--- src/pkg/ppc_pkg.sv ---
package ppc_pkg;

  // Port geometry
  localparam int NUM_PORTS = 5;
  localparam int PORT_W    = 8;
  localparam int PIN_W     = NUM_PORTS * PORT_W;

  // Register indices; byte address is four times the index
  localparam logic [11:0] IDX_PAD      = 12'hF3C;
  localparam logic [11:0] IDX_OD_SPI   = 12'hF40;
  localparam logic [11:0] IDX_OD_SER   = 12'hF41;
  localparam logic [11:0] IDX_OD_CAP   = 12'hF42;
  localparam logic [11:0] IDX_PIN_BASE = 12'hF80;
  localparam logic [11:0] IDX_LAT_BASE = 12'hF89;
  localparam logic [11:0] IDX_DIR_BASE = 12'hF92;

  // Field positions
  localparam int PAD_TTL_BIT  = 0;
  localparam int CLK_SEL_LSB  = 1;
  localparam int CLK_SEL_MSB  = 2;
  localparam int OD_MOD1_BIT  = 0;
  localparam int OD_MOD2_BIT  = 1;

  // Values after reset
  localparam logic [1:0] OD_RST  = 2'h0;
  localparam logic [2:0] PAD_RST = 3'h0;
  localparam logic [7:0] DIR_RST = 8'hFF;
  localparam logic [7:0] LAT_RST = 8'h00;

  // Clock pin source select
  typedef enum logic [1:0] {
    CLK_ALARM    = 2'h0,
    CLK_SECONDS  = 2'h1,
    CLK_SOURCE   = 2'h2,
    CLK_RESERVED = 2'h3
  } ppc_clk_sel_t;

  // Open-drain owner codes of a pin; bit k-1 of the enable vector serves code k
  localparam logic [2:0] OD_NONE = 3'h0;
  localparam logic [2:0] OD_CAP1 = 3'h1;
  localparam logic [2:0] OD_CAP2 = 3'h2;
  localparam logic [2:0] OD_SER1 = 3'h3;
  localparam logic [2:0] OD_SER2 = 3'h4;
  localparam logic [2:0] OD_SPI1 = 3'h5;
  localparam logic [2:0] OD_SPI2 = 3'h6;

  // Per-pin request of the peripheral that shares the pin
  typedef struct packed {
    logic       en;
    logic       out;
    logic       oe;
    logic [2:0] od_src;
  } ppc_periph_t;

  // Open-drain is active only for a pin owned by one of the six capable outputs
  function automatic logic ppc_od_active(input logic [2:0] src, input logic [5:0] vec);
    logic r;
    r = 1'b0;
    if (src != OD_NONE && src != 3'h7) begin
      r = vec[src - 3'h1];
    end
    return r;
  endfunction : ppc_od_active

  // True when an index falls inside a bank of per-port registers
  function automatic logic ppc_bank_hit(input logic [11:0] idx, input logic [11:0] base);
    return (idx >= base) && (idx < base + 12'(NUM_PORTS));
  endfunction : ppc_bank_hit

  // Port number inside a bank
  function automatic logic [2:0] ppc_bank_num(input logic [11:0] idx, input logic [11:0] base);
    logic [11:0] d;
    d = idx - base;
    return d[2:0];
  endfunction : ppc_bank_num

endpackage : ppc_pkg

--- src/rtl/ppc_sync.sv ---
`timescale 1ns/1ps
// Two-stage synchroniser for pin levels
module ppc_sync
  import ppc_pkg::*;
#(
  parameter int W = 8
) (
  // Clock and reset
  input  wire logic         clk_i,
  input  wire logic         rst_i,
  input  wire logic         ce_i,
  // Data
  input  wire logic [W-1:0] d_i,
  output logic      [W-1:0] q_o
);

  logic [W-1:0] meta;

  // First stage is read only by the second
  always_ff @(posedge clk_i) begin
    if (rst_i) begin
      meta <= '0;
      q_o  <= '0;
    end else if (ce_i) begin
      meta <= d_i;
      q_o  <= meta;
    end
  end

endmodule : ppc_sync

--- src/rtl/ppc_port.sv ---
`timescale 1ns/1ps
// One 8-bit port: direction, latch and pin drivers
module ppc_port
  import ppc_pkg::*;
(
  // Clock and reset
  input  wire logic                      clk_i,
  input  wire logic                      rst_i,
  input  wire logic                      ce_i,
  // Register writes
  input  wire logic                      dir_we_i,
  input  wire logic                      lat_we_i,
  input  wire logic [PORT_W-1:0]         wdata_i,
  input  wire logic [5:0]                od_vec_i,
  // Peripherals sharing the pins
  input  wire ppc_periph_t [PORT_W-1:0]  periph_i,
  // Register state
  output logic        [PORT_W-1:0]       dir_o,
  output logic        [PORT_W-1:0]       lat_o,
  // Pin drivers
  output logic        [PORT_W-1:0]       pin_o,
  output logic        [PORT_W-1:0]       pin_oe_o
);

  logic [PORT_W-1:0] next_pin;
  logic [PORT_W-1:0] next_oe;

  // Direction and latch hold the software view of the port
  always_ff @(posedge clk_i) begin
    if (rst_i) begin
      dir_o <= DIR_RST;
      lat_o <= LAT_RST;
    end else if (ce_i) begin
      if (dir_we_i) dir_o <= wdata_i;
      if (lat_we_i) lat_o <= wdata_i;
    end
  end

  // Per-pin driver selection
  for (genvar b = 0; b < PORT_W; b++) begin : g_bit
    wire od_on   = periph_i[b].en && ppc_od_active(periph_i[b].od_src, od_vec_i);
    wire drv     = periph_i[b].en ? periph_i[b].oe  : ~dir_o[b];
    wire val     = periph_i[b].en ? periph_i[b].out : lat_o[b];
    // Open-drain only ever pulls low, so a high is left to the pull-up
    assign next_oe[b]  = od_on ? (drv & ~val) : drv;
    assign next_pin[b] = od_on ? 1'b0 : val;
  end

  // Registered pin drivers keep glitches off the pads
  always_ff @(posedge clk_i) begin
    if (rst_i) begin
      pin_o    <= '0;
      pin_oe_o <= '0;
    end else if (ce_i) begin
      pin_o    <= next_pin;
      pin_oe_o <= next_oe;
    end
  end

endmodule : ppc_port

--- src/rtl/ppc_top.sv ---
// Register access over Wishbone was left to the implementer.
`timescale 1ns/1ps
// GPIO ports with pad configuration behind a classic Wishbone slave
module ppc_top
  import ppc_pkg::*;
(
  // Clock and reset
  input  wire logic                     clk_i,
  input  wire logic                     rst_i,
  input  wire logic                     ce_i,
  // Wishbone slave
  input  wire logic                     wb_cyc_i,
  input  wire logic                     wb_stb_i,
  input  wire logic                     wb_we_i,
  input  wire logic [13:0]              wb_adr_i,
  input  wire logic [3:0]               wb_sel_i,
  input  wire logic [31:0]              wb_dat_i,
  output logic      [31:0]              wb_dat_o,
  output logic                          wb_ack_o,
  // Port pins
  input  wire logic [PIN_W-1:0]         pin_i,
  output logic      [PIN_W-1:0]         pin_o,
  output logic      [PIN_W-1:0]         pin_oe_o,
  // Peripherals sharing port pins
  input  wire ppc_periph_t [PIN_W-1:0]  periph_i,
  // Pad configuration outputs
  output logic      [1:0]               capture_open_drain_en_o,
  output logic      [1:0]               serial_open_drain_en_o,
  output logic      [1:0]               spi_open_drain_en_o,
  output logic                          parallel_port_ttl_sel_o,
  // Real-time clock pin
  input  wire logic                     rtc_alarm_pulse_i,
  input  wire logic                     rtc_seconds_clk_i,
  input  wire logic                     rtc_source_clk_i,
  input  wire logic                     clock_pin_output_en_i,
  output logic                          rtc_pin_o,
  output logic                          rtc_pin_oe_o
);

  // Configuration registers
  logic [1:0]          od_cap;
  logic [1:0]          od_ser;
  logic [1:0]          od_spi;
  logic [2:0]          pad_cfg;
  logic [PIN_W-1:0]    pin_lvl;
  logic [PORT_W-1:0]   dir_q [NUM_PORTS];
  logic [PORT_W-1:0]   lat_q [NUM_PORTS];

  // Address decode
  wire [11:0] idx      = wb_adr_i[13:2];
  wire        req      = wb_cyc_i & wb_stb_i;
  wire        hit_pad  = (idx == IDX_PAD);
  wire        hit_spi  = (idx == IDX_OD_SPI);
  wire        hit_ser  = (idx == IDX_OD_SER);
  wire        hit_cap  = (idx == IDX_OD_CAP);
  wire        hit_pin  = ppc_bank_hit(idx, IDX_PIN_BASE);
  wire        hit_lat  = ppc_bank_hit(idx, IDX_LAT_BASE);
  wire        hit_dir  = ppc_bank_hit(idx, IDX_DIR_BASE);
  wire [2:0]  num_pin  = ppc_bank_num(idx, IDX_PIN_BASE);
  wire [2:0]  num_lat  = ppc_bank_num(idx, IDX_LAT_BASE);
  wire [2:0]  num_dir  = ppc_bank_num(idx, IDX_DIR_BASE);

  // A write lands on the edge where the master sees ack; only lane 0 carries data
  wire        wr_stb   = req & wb_we_i & wb_ack_o & wb_sel_i[0];
  wire [7:0]  wbyte    = wb_dat_i[7:0];
  wire [5:0]  od_vec   = {od_spi, od_ser, od_cap};
  wire ppc_clk_sel_t clk_sel = ppc_clk_sel_t'(pad_cfg[CLK_SEL_MSB:CLK_SEL_LSB]);

  // Read selection; unmapped indices and unimplemented bits read zero
  wire [7:0] rd_cfg  = hit_pad ? {5'h00, pad_cfg} :
                       hit_spi ? {6'h00, od_spi}  :
                       hit_ser ? {6'h00, od_ser}  :
                       hit_cap ? {6'h00, od_cap}  : 8'h00;
  wire [7:0] rd_port = hit_pin ? pin_lvl[num_pin*PORT_W +: PORT_W] :
                       hit_lat ? lat_q[num_lat] :
                       hit_dir ? dir_q[num_dir] : 8'h00;
  wire [7:0] rd_byte = rd_cfg | rd_port;

  // Bus handshake: one wait state, ack for exactly one cycle
  always_ff @(posedge clk_i) begin
    if (rst_i) begin
      wb_ack_o <= 1'b0;
      wb_dat_o <= 32'h0000_0000;
    end else if (ce_i) begin
      wb_ack_o <= req & ~wb_ack_o;
      if (req & ~wb_ack_o) wb_dat_o <= {24'h00_0000, rd_byte};
    end
  end

  // Open-drain and pad configuration registers
  always_ff @(posedge clk_i) begin
    if (rst_i) begin
      od_cap  <= OD_RST;
      od_ser  <= OD_RST;
      od_spi  <= OD_RST;
      pad_cfg <= PAD_RST;
    end else if (ce_i && wr_stb) begin
      if (hit_cap) od_cap  <= wbyte[OD_MOD2_BIT:OD_MOD1_BIT];
      if (hit_ser) od_ser  <= wbyte[OD_MOD2_BIT:OD_MOD1_BIT];
      if (hit_spi) od_spi  <= wbyte[OD_MOD2_BIT:OD_MOD1_BIT];
      if (hit_pad) pad_cfg <= wbyte[CLK_SEL_MSB:PAD_TTL_BIT];
    end
  end

  // Configuration outputs follow the registers directly
  assign capture_open_drain_en_o = od_cap;
  assign serial_open_drain_en_o  = od_ser;
  assign spi_open_drain_en_o     = od_spi;
  assign parallel_port_ttl_sel_o = pad_cfg[PAD_TTL_BIT];

  // Pin levels come from outside the clock domain
  ppc_sync #(
    .W (PIN_W)
  ) u_sync (
    .clk_i (clk_i),
    .rst_i (rst_i),
    .ce_i  (ce_i),
    .d_i   (pin_i),
    .q_o   (pin_lvl)
  );

  // One port instance per register bank slot
  for (genvar p = 0; p < NUM_PORTS; p++) begin : g_port
    // Writing either the pin-level or latch index stores into the latch
    wire lat_we = wr_stb & ((hit_lat & num_lat == 3'(p)) | (hit_pin & num_pin == 3'(p)));
    wire dir_we = wr_stb & hit_dir & (num_dir == 3'(p));
    ppc_port u_port (
      .clk_i    (clk_i),
      .rst_i    (rst_i),
      .ce_i     (ce_i),
      .dir_we_i (dir_we),
      .lat_we_i (lat_we),
      .wdata_i  (wbyte),
      .od_vec_i (od_vec),
      .periph_i (periph_i[p*PORT_W +: PORT_W]),
      .dir_o    (dir_q[p]),
      .lat_o    (lat_q[p]),
      .pin_o    (pin_o[p*PORT_W +: PORT_W]),
      .pin_oe_o (pin_oe_o[p*PORT_W +: PORT_W])
    );
  end

  // Clock pin source; the reserved code drives nothing rather than guess
  wire rtc_src = (clk_sel == CLK_ALARM)   ? rtc_alarm_pulse_i :
                 (clk_sel == CLK_SECONDS) ? rtc_seconds_clk_i :
                 (clk_sel == CLK_SOURCE)  ? rtc_source_clk_i  : 1'b0;
  wire rtc_en  = clock_pin_output_en_i & (clk_sel != CLK_RESERVED);

  // Registered clock pin so its output is glitch free
  always_ff @(posedge clk_i) begin
    if (rst_i) begin
      rtc_pin_o    <= 1'b0;
      rtc_pin_oe_o <= 1'b0;
    end else if (ce_i) begin
      rtc_pin_o    <= rtc_en & rtc_src;
      rtc_pin_oe_o <= rtc_en;
    end
  end
endmodule : ppc_top

--- config.mk ---
export PLATFORM = sky130hd
export DESIGN_NAME = ppc_top
export DESIGN_NICKNAME = d
export VERILOG_FILES = /design/src/pkg/ppc_pkg.sv /design/src/rtl/ppc_sync.sv /design/src/rtl/ppc_port.sv /design/src/rtl/ppc_top.sv
export SDC_FILE = /design/constraint.sdc
export NUM_CORES = 1
export LEC_CHECK = 0
export CORE_MARGIN = 2
export CORE_UTILIZATION = 40
export CTS_CLUSTER_SIZE = 40
export DETAILED_ROUTE_END_ITERATION = 6
export DONT_BUFFER_PORTS = 1
export GPL_TIMING_DRIVEN = 0
export PLACE_DENSITY = 0.68
export SYNTH_ARGS = -nofsm -noshare
export SYNTH_HDL_FRONTEND = slang
export SYNTH_SLANG_ARGS = --single-unit
--- constraint.sdc ---
create_clock -name clk_i -period 2.55 [get_ports clk_i]
set_input_delay 0.1275 -clock clk_i [delete_from_list [all_inputs] [get_ports clk_i]]
set_output_delay 0.1275 -clock clk_i [all_outputs]
set_load 0.01 [all_outputs]
==> results of run 1 <==
-- path summary, 6_finish.rpt --
kind	startpoint	to	cells past startpoint
worst min register to register	u_sync.q_o[17]	u_sync.q_o[17]	2
worst max-delay path	spi_open_drain_en_o[0]	g_port[3].u_port.pin_o[5]	6
worst max register to register	spi_open_drain_en_o[0]	g_port[3].u_port.pin_o[5]	6
worst min-delay path	periph_i[230]	g_port[4].u_port.pin_oe_o[6]	4
-- metal layers --
layer  wire length [um]  global-route usage  share of wire  vias up
met5                 13                   0        0.00019        -
met4               3657              0.1435          0.054        2
met3               5357             0.06245          0.079      204
met2              32020              0.4974           0.47      825
met1              26590              0.3477           0.39     8051
li1                   -                   -              -     7540
-- state kept, by name, indices dropped and copies added (netlist names) --
name,cells
g_port.u_port.dir_o,40
g_port.u_port.lat_o,40
g_port.u_port.pin_o,40
g_port.u_port.pin_oe_o,40
u_sync.meta,40
u_sync.q_o,40
wb_dat_o,8
pad_cfg,3
capture_open_drain_en_o,2
serial_open_drain_en_o,2
spi_open_drain_en_o,2
rtc_pin_o,1
rtc_pin_oe_o,1
wb_ack_o,1
-- cell families after synthesis --
group / Yosys count / synth area share
buffers and inverters: 268 / 0.06443
multiplexers: 240 / 0.1773
other: 1 / 0.0002172
flip-flops: 260 / 0.3015
AND/OR/NAND/NOR: 698 / 0.2135
AO/OA/AOI/OAI: 343 / 0.1496
adder cells (fa/ha/maj): 129 / 0.09349
-- synthesized netlist by cell type, types with 6 or more instances --
| library cell | n | area (um^2) |
|---|---|---|
| mux4_2 | 48 | 1081 |
| a31oi_1 | 7 | 43.79 |
| a41oi_1 | 40 | 350.3 |
| mux2_2 | 46 | 518.0 |
| nor3b_1 | 123 | 923.4 |
| nor2b_1 | 7 | 43.79 |
| nand2_1 | 94 | 352.8 |
| a211o_1 | 80 | 700.7 |
| o221ai_1 | 43 | 376.6 |
| nor2_1 | 258 | 968.4 |
| buf_4 | 24 | 180.2 |
| buf_2 | 7 | 35.03 |
| and3b_1 | 12 | 105.1 |
| ha_1 | 129 | 1614 |
| nand4b_1 | 29 | 254.0 |
| inv_1 | 132 | 495.5 |
| o21ai_0 | 6 | 30.03 |
| a21oi_1 | 67 | 335.3 |
| nor3_1 | 42 | 210.2 |
| o211ai_1 | 44 | 330.3 |
| nand3_1 | 45 | 225.2 |
| o21ai_1 | 14 | 70.07 |
| dfxtp_1 | 260 | 5205 |
| clkbuf_1 | 98 | 367.9 |
| nand2b_1 | 57 | 356.6 |
| mux2i_1 | 146 | 1461 |
| o22ai_1 | 10 | 62.56 |
| a22oi_1 | 7 | 52.55 |
-- layout by cell type (no fill, tap or decap), types with 46 or more instances in the layout --
cell / netlist / routed
mux4_2: 48 / 48
dfxtp_1: 260 / 256
nand2b_1: 57 / 57
inv_1: 132 / 132
nor2_1: 258 / 257
dlygate4sd3_1: 0 / 200
ha_1: 129 / 129
a21oi_1: 67 / 67
a211o_1: 80 / 80
clkbuf_1: 98 / 99
nand2_1: 94 / 94
mux2i_1: 146 / 146
nor3b_1: 123 / 123
mux2_2: 46 / 46
-- critical path, cell delays in order (launching register included) --
cell and delay (ns):
dfxtp_1 0.83, clkbuf_1 0.49, mux2_2 0.25, o211ai_1 0.09
nand3_1 0.27, o221ai_1 0.19, nor3b_1 0.19
-- where the power goes --
group | internal, uW | total (uW) | switching [uW]
clock network | 2820 | 4640 | 1820
registers | 4210 | 4380 | 170
logic | 739 | 1560 | 820
-- what timing repair did --
action	4_1_cts	5_1_grt
endpoints found under the hold margin	213	0
resized for setup	3	12
setup endpoints to repair	5	52
hold buffers	200	0
-- metrics by stage --
stage | std cells | TNS, ns
floorplan | 1962 | 0
finish | 2768 | 0
global placement | 2508 | -49.06
CTS | 2763 | 0
global route | 2766 | 0
detailed placement | 2508 | -52.83
-- layout make-up --
type | instances | area [um^2]
inverter | 133 | 499.2
fill | 4001 | 21650
clock inverter | 12 | 163.9
sequential | 260 | 5210
buffer | 134 | 613.1
clock buffer | 43 | 890.9
tap | 546 | 683.2
multi-input combinational | 1434 | 11060
timing repair buffer | 200 | 2002
antenna | 6 | 15.01
==> results.cfg, run 1 <==
[clock_tree]
cts_made_buffers = 30
clk_latency_ns = 0.58
cts.clk_slew.worst_paths_ns = 0.06
cts-root-to-sink-buffers = 3
cts_tree = built
postCtsSetupBuffers = 0
cts_sinks = 260
htreeDepth = 1
root_buffer = clkbuf_16

[yosys]
syn_avg_cell_area_um2 = 8.904
synth-edff-count = 0
ys_warn_count = 0
postSynthCellCount = 1939
yosysSeqAreaShare = 0.3015
synth-async-reset-ratio = 0
synth-seq-cells = 260
synthDistinctLibCells = 60
ys.flop_type = dfxtp_1
syn_area_um2 = 17260

[drt]
post-route-drc-count = 0
vias = 16622
wl_per_cell_um = 24.44
firstDrtPassIters = 6
antenna_left = 0
first_iter_violations = 1353
post_drt_via_cell_ratio = 6.005
routed_wl_um = 67640

[global_routing]
grt_max_degree = 15
grt_usage = 0.2918
grt_first_pass_wirelength_um = 99300
grt_overflow = 0
grt_pass1_vias = 16718
antenna_found_initial = 5

[sta]
hold_viol_final = 0
rsz0062_at_grt = no
setup_viol = 0
max_freq_mhz = 405.7
fin_worst_skew_ns = 0.01646
slew_violations = 0
post-route-period-util = 0.9665
worstMarginPinSlew_ns = 1.025
setup_slack_ns = 0.08532
timing.final.crit_period_ns = 2.465
holdWs_ns = 0.01130
relSlewSlack = 0.3167

[floorplanning]
die_w_um = 211.8
core.rowCount = 76
core_area_um2 = 42790
pin_count = 462
start_util = 0.4035
die-area_um2 = 44840
die_h_um = 211.8

[final_layout]
drive_gt1_frac = 0.08980
final_area_um2 = 21140
layout.nets = 2662
syn_to_final_growth_pct = 22.45
post-route-util = 0.4940

[worst_setup_path]
r2r_setup_slack_ns = 0.09
worstSetupPathType = reg2reg
end_kind = register
critPathMaxFanout = 10
critPathArrivalTime_ns = 2.90
cp-start-kind = register
worstPathRequired_ns = 2.98

[placed_design]
place_congestion = 0.9511
dp_hpwl_um = 51000
dpl_worst_slack_ns = -0.6582
place_area_um2 = 18030
port_buffers = 0

[pwr]
irDropWorstVdd_v = 0.0004705
finalPower_uw = 10580
powerDensity_nw_per_um2 = 500.4
p_leak_uw = 0.008783

[outcome]
status = completed

[run]
cap_violations = 0

[hold_path]
worstHoldPathType = in2reg
Note: power is estimated with default switching activity, not from simulation.
==> inputs of run 2 (changes only) <==
Settings changed: CORE_MARGIN 2 to default.
==> run 2 against run 1 <==
  * Clock skew shrank 0.0070 ns
  * Clock power grew 1%
  * Critical path depth did not move
  * Fmax rose by 1.4%
  * Register-to-register slack better by 0.03 ns
  * Sequential cell count stayed put
  * Hold slack improved by 0.014 ns
  * Routed wire length shrank 1.7%
  * Global-route usage grew 0.15 points
  * Largest cell class unchanged
  * Highest routed layer is now met4
==> results.cfg, run 2 (synthesized netlist as in run 1, its figures left out) <==
[clock_tree]
cts-root-to-sink-buffers = 3
cts_sinks = 260
htreeDepth = 1
root_buffer = clkbuf_16
cts.clk_slew.worst_paths_ns = 0.06
cts_made_buffers = 29
clk_latency_ns = 0.56
cts_tree = built

[floorplanning]
die_w_um = 209.8
core.rowCount = 75
core_area_um2 = 42230
die-area_um2 = 44000
start_util = 0.4088
pin_count = 462
die_h_um = 209.8

[global_routing]
grt_overflow = 0
use_met2 = 0.4931
grtUsageMet1 = 0.3577
grt_first_pass_wirelength_um = 98730
antenna_found_initial = 4
grt_pass1_vias = 16602
grt_usage = 0.2933
top_usage_layer = met2
grt_max_degree = 14
use_met3 = 0.06719

[final_layout]
layout_common_cells = dfxtp_1 (260), nor2_1 (257), dlygate4sd3_1 (201)
drive_gt1_frac = 0.08898
num-fill-cells = 3916
final_common_cell = dfxtp_1
regArea_um2 = 5205
syn_to_final_growth_pct = 22.44
layout.nets = 2662
final_area_um2 = 21140
multi_input_area_um2 = 11070

[pwr]
power.share.clock = 0.441
p_leak_uw = 0.008798
powerDensity_nw_per_um2 = 503.2
irDropWorstVdd_v = 0.0005020
finalPower_uw = 10640
switchingPower_uw = 2825
sw_frac_of_total = 0.2656
intPower_uw = 7811
p_seq_frac = 0.412
power_frac_comb = 0.147

[worst_setup_path]
cp-startpoint = capture_open_drain_en_o[0]
worstSetupPathType = reg2reg
rr_startpoint = capture_open_drain_en_o[0]
critPathArrivalTime_ns = 2.85
worstPathRequired_ns = 2.97
r2r_setup_slack_ns = 0.12
cp-start-kind = register
cp-endpoint = g_port[3].u_port.pin_o[4]
r2r_cells = 6
end_kind = register
worstReg2RegEnd = g_port[3].u_port.pin_o[4]
critPathMaxFanout = 10

[sta]
rsz0062_at_grt = no
max_freq_mhz = 411.2
fin_worst_skew_ns = 0.009473
timing.final.crit_period_ns = 2.432
setup_viol = 0
relSlewSlack = 0.3784
post-route-period-util = 0.9536
slew_violations = 0
worstMarginPinSlew_ns = 0.9324
holdWs_ns = 0.02575
hold_viol_final = 0

[drt]
routed_wl_um = 66480
vias = 16538
firstDrtPassIters = 5
first_iter_violations = 1308
antenna_left = 0
post-route-drc-count = 0
post_drt_via_cell_ratio = 5.999
wl_per_cell_um = 24.11

[placed_design]
place_area_um2 = 18030
dp_hpwl_um = 50310
place_congestion = 0.9798
port_buffers = 0

[run]
cap_violations = 0

[hold_path]
worstHoldPathType = in2reg

[outcome]
status = completed
## run 2: changes by cell type in the layout (fill, tap and decap cells not counted), sizes merged
cell	delta
clkbuf	-6
bufinv	+2
buf	-1
clkinv	+1
inv	+1
dlygate4sd3	+1
diode	-2
## run 2: per-stage QoR
| stage | std cells | TNS, ns | setup slack, ns | utilization |
|---|---|---|---|---|
| after CTS | 2754 | 0 | 0.02212 | 0.4996 |
| after global placement | 2501 | -44.79 | -0.6616 | 0.4269 |
| after floorplan | 1962 | 0 | 0.04395 | - |
| after global routing | 2757 | 0 | 0.02899 | 0.5006 |
| after detailed placement | 2501 | -52.03 | -0.7380 | 0.4269 |
| final | 2757 | 0 | 0.1183 | 0.5006 |
## run 2: critical path, stage by stage, from the launching register on
cell and delay, ns:
dfxtp_1 0.79, clkbuf_1 0.49, mux4_2 0.34, o21ai_1 0.06, nand2_1 0.25, o221ai_1 0.17, nor3b_1 0.19
## run 2: power by group through the flow
stage                     registers [uW]  clock network, uW  logic [uW]
after floorplan                     4410                  0         939
after global placement              4460                  0        1160
after detailed placement            4470                  0        1210
after CTS                           4380               4750        1530
after global routing                4390               4920        1700
final                               4380               4700        1560
## run 2: final cells by class
| cell class | instances | area share |
|---|---|---|
| plain buffers | 134 | 0.02906 |
| well taps | 539 | 0.03190 |
| clock buffers | 36 | 0.03842 |
| repair buffers | 201 | 0.09518 |
| diodes | 4 | 0.0004735 |
| clock inverters | 16 | 0.01142 |
| flip-flops and latches | 260 | 0.2462 |
| inverters | 133 | 0.02362 |
| multi-input cells | 1434 | 0.5237 |
## run 2: worst min-delay path by stage
| stage | from | to | slack [ns] | depth (start not counted) |
|---|---|---|---|---|
| 6_report | periph_i[116] | g_port[2].u_port.pin_oe_o[3] | 0.03 | 4 |
| 5_1_grt | periph_i[86] | g_port[1].u_port.pin_oe_o[6] | 0.03 | 3 |
| 4_1_cts | periph_i[132] | g_port[2].u_port.pin_oe_o[6] | 0.0002 | 4 |
| 3_5_place_dp | periph_i[227] | g_port[4].u_port.pin_oe_o[5] | 0.26 | 1 |
| 3_3_place_gp | periph_i[5] | g_port[0].u_port.pin_oe_o[0] | 0.26 | 1 |
| 2_1_floorplan | periph_i[5] | g_port[0].u_port.pin_oe_o[0] | 0.26 | 1 |
## run 2: timing repair
item                       4_1_cts  5_1_grt
hold endpoints to repair       213        0
hold buffers                   201        0
setup buffers                    0        0
gates resized for setup          1       12
pin swaps                        0        0
setup endpoints to repair        5       58
## run 2: routing by layer
layer	vias to the layer above	wire length, um
met5	-	0
met4	0	3233
met3	203	5678
met2	812	31400
met1	8011	26170
li1	7512	-
==> inputs of run 3 (changes only) <==
Settings changed: CORE_ASPECT_RATIO from default to 0.8, REMOVE_ABC_BUFFERS from default to 1.
==> run 3 against run 2 <==
  * Setup slack worse by 0.0014 ns
  * Global-route usage shrank 2.1 points
  * Critical path depth increased by 1
  * Fmax hardly changed
  * Power decreased by 2.2%
  * Utilization fell by 0.34 points
  * Clock skew increased by 0.0059 ns
  * Hold slack worse by 0.0032 ns
  * Sequential cell count stayed put
  * Register-to-register slack about the same
  * Critical path type unchanged
==> results.cfg, run 3 (synthesized netlist as in run 1, its figures left out) <==
[clock_tree]
cts_sinks = 260
htreeDepth = 1
clk_latency_ns = 0.59
root_buffer = clkbuf_16
cts_made_buffers = 30
cts_tree = built
cts.clk_slew.worst_paths_ns = 0.07
cts-root-to-sink-buffers = 3

[floorplanning]
core.rowCount = 67
pin_count = 462
die_h_um = 187.8
die_w_um = 234.3
core_area_um2 = 42250
start_util = 0.4086
die-area_um2 = 44000

[final_layout]
num-fill-cells = 3778
regArea_um2 = 5223
final_common_cell = nor2_1
syn_to_final_growth_pct = 21.68
post-route-util = 0.4972
layout_common_cells = nor2_1 (257), dfxtp_1 (254), dlygate4sd3_1 (219)
multi_input_area_um2 = 11050
final_area_um2 = 21010
drive_gt1_frac = 0.08860
layout.nets = 2568

[sta]
setup_viol = 0
fin_worst_skew_ns = 0.01536
post-route-period-util = 0.9542
hold_viol_final = 0
setup_slack_ns = 0.1169
setup_tns_ns = 0
relSlewSlack = 0.3291
worstMarginPinSlew_ns = 1.006
timing.final.crit_period_ns = 2.433
holdWs_ns = 0.02256
max_freq_mhz = 411.0
slew_violations = 0

[pwr]
powerDensity_nw_per_um2 = 495.3
power_frac_comb = 0.126
intPower_uw = 7662
p_leak_uw = 0.008938
power.share.clock = 0.455
sw_frac_of_total = 0.2636
p_seq_frac = 0.419
switchingPower_uw = 2743
irDropWorstVdd_v = 0.0004559

[drt]
post-route-drc-count = 0
vias = 16224
routed_wl_um = 62860
wl_per_cell_um = 23.47
post_drt_via_cell_ratio = 6.058
firstDrtPassIters = 5
antenna_left = 0
first_iter_violations = 1198

[worst_setup_path]
cp-start-kind = register
worstPathRequired_ns = 3.08
critPathArrivalTime_ns = 2.96
worstReg2RegEnd = g_port[3].u_port.pin_o[7]
r2r_setup_slack_ns = 0.12
end_kind = register
worstSetupPathType = reg2reg
r2r_cells = 7
critPathMaxFanout = 24
rr_startpoint = serial_open_drain_en_o[0]

[global_routing]
grt_first_pass_wirelength_um = 92400
grt_overflow = 0
grt_usage = 0.2721
antenna_found_initial = 4
grt_pass1_vias = 16173
grt_max_degree = 188

[placed_design]
place_congestion = 0.8369
port_buffers = 0
place_area_um2 = 17560
dp_hpwl_um = 40550
dpl_worst_slack_ns = -0.8313

[run]
cap_violations = 0

[hold_path]
worstHoldPathType = in2reg
min_path_cells = 4
holdPathEnd = wb_dat_o[4]
min_from = wb_adr_i[5]

[outcome]
status = completed
## run 3: changes by cell type in the layout (fill, tap and decap cells not counted), sizes merged
cell          change
clkinv            -3
clkinvlp          +6
buf              -16
dlygate4sd3      +18
bufinv            -2
dlymetal6s4s      +1
clkbuf           -96
## run 3: worst max path at each step
| stage | start | end |
|---|---|---|
| floorplan | wb_ack_o | g_port[0].u_port.dir_o[0] |
| global placement | wb_ack_o | g_port[2].u_port.dir_o[4] |
| detailed placement | wb_ack_o | g_port[2].u_port.dir_o[2] |
| CTS | serial_open_drain_en_o[0] | g_port[4].u_port.pin_o[0] |
| global route | serial_open_drain_en_o[0] | g_port[3].u_port.pin_o[7] |
| finish | serial_open_drain_en_o[0] | g_port[3].u_port.pin_o[7] |
## run 3: stage by stage
stage / instances / power, uW
6_report: 2678 / 10400
4_1_cts: 2668 / 10450
5_1_grt: 2677 / 10790
2_1_floorplan: 1827 / 5175
3_3_place_gp: 2379 / 5286
3_5_place_dp: 2385 / 5348
## run 3: layer usage
metal	track usage	up-vias	wire (um)
met5	0	-	0
met4	0.1019	0	2517
met3	0.07269	151	6035
met2	0.4589	828	28950
met1	0.3279	7902	25360
li1	-	7343	-
## run 3: critical path: stages (launching register included)
cell and delay, ns:
dfxtp_4 0.44, buf_12 0.20, mux4_2 0.48, nand4b_1 0.12
nand3_1 0.12, o221ai_1 0.20, nor3b_1 0.21, dlygate4sd3_1 0.58
## run 3: power groups by stage
stage               registers (uW)  logic [uW]  clock network (uW)
finish                        4360        1320                4730
global route                  4370        1440                4980
CTS                           4360        1280                4810
detailed placement            4450         902                   0
global placement              4440         844                   0
floorplan                     4410         767                   0
## run 3: timing repair
action | CTS | global route
resized for setup | 1 | 7
gates cloned | 0 | 0
setup buffers | 6 | 6
hold buffers | 222 | 0
pin swaps | 5 | 1
endpoints found under the setup margin | 78 | 18
endpoints found under the hold margin | 260 | 0
## run 3: final cells by class
class	instances	area share
Antenna cell	4	0.0004765
Clock buffer	38	0.04009
Clock inverter	17	0.01024
Inverter	133	0.02377
Multi-Input combinational cell	1434	0.5258
Sequential cell	260	0.2486
Tap cell	552	0.03288
Timing Repair Buffer	240	0.1181
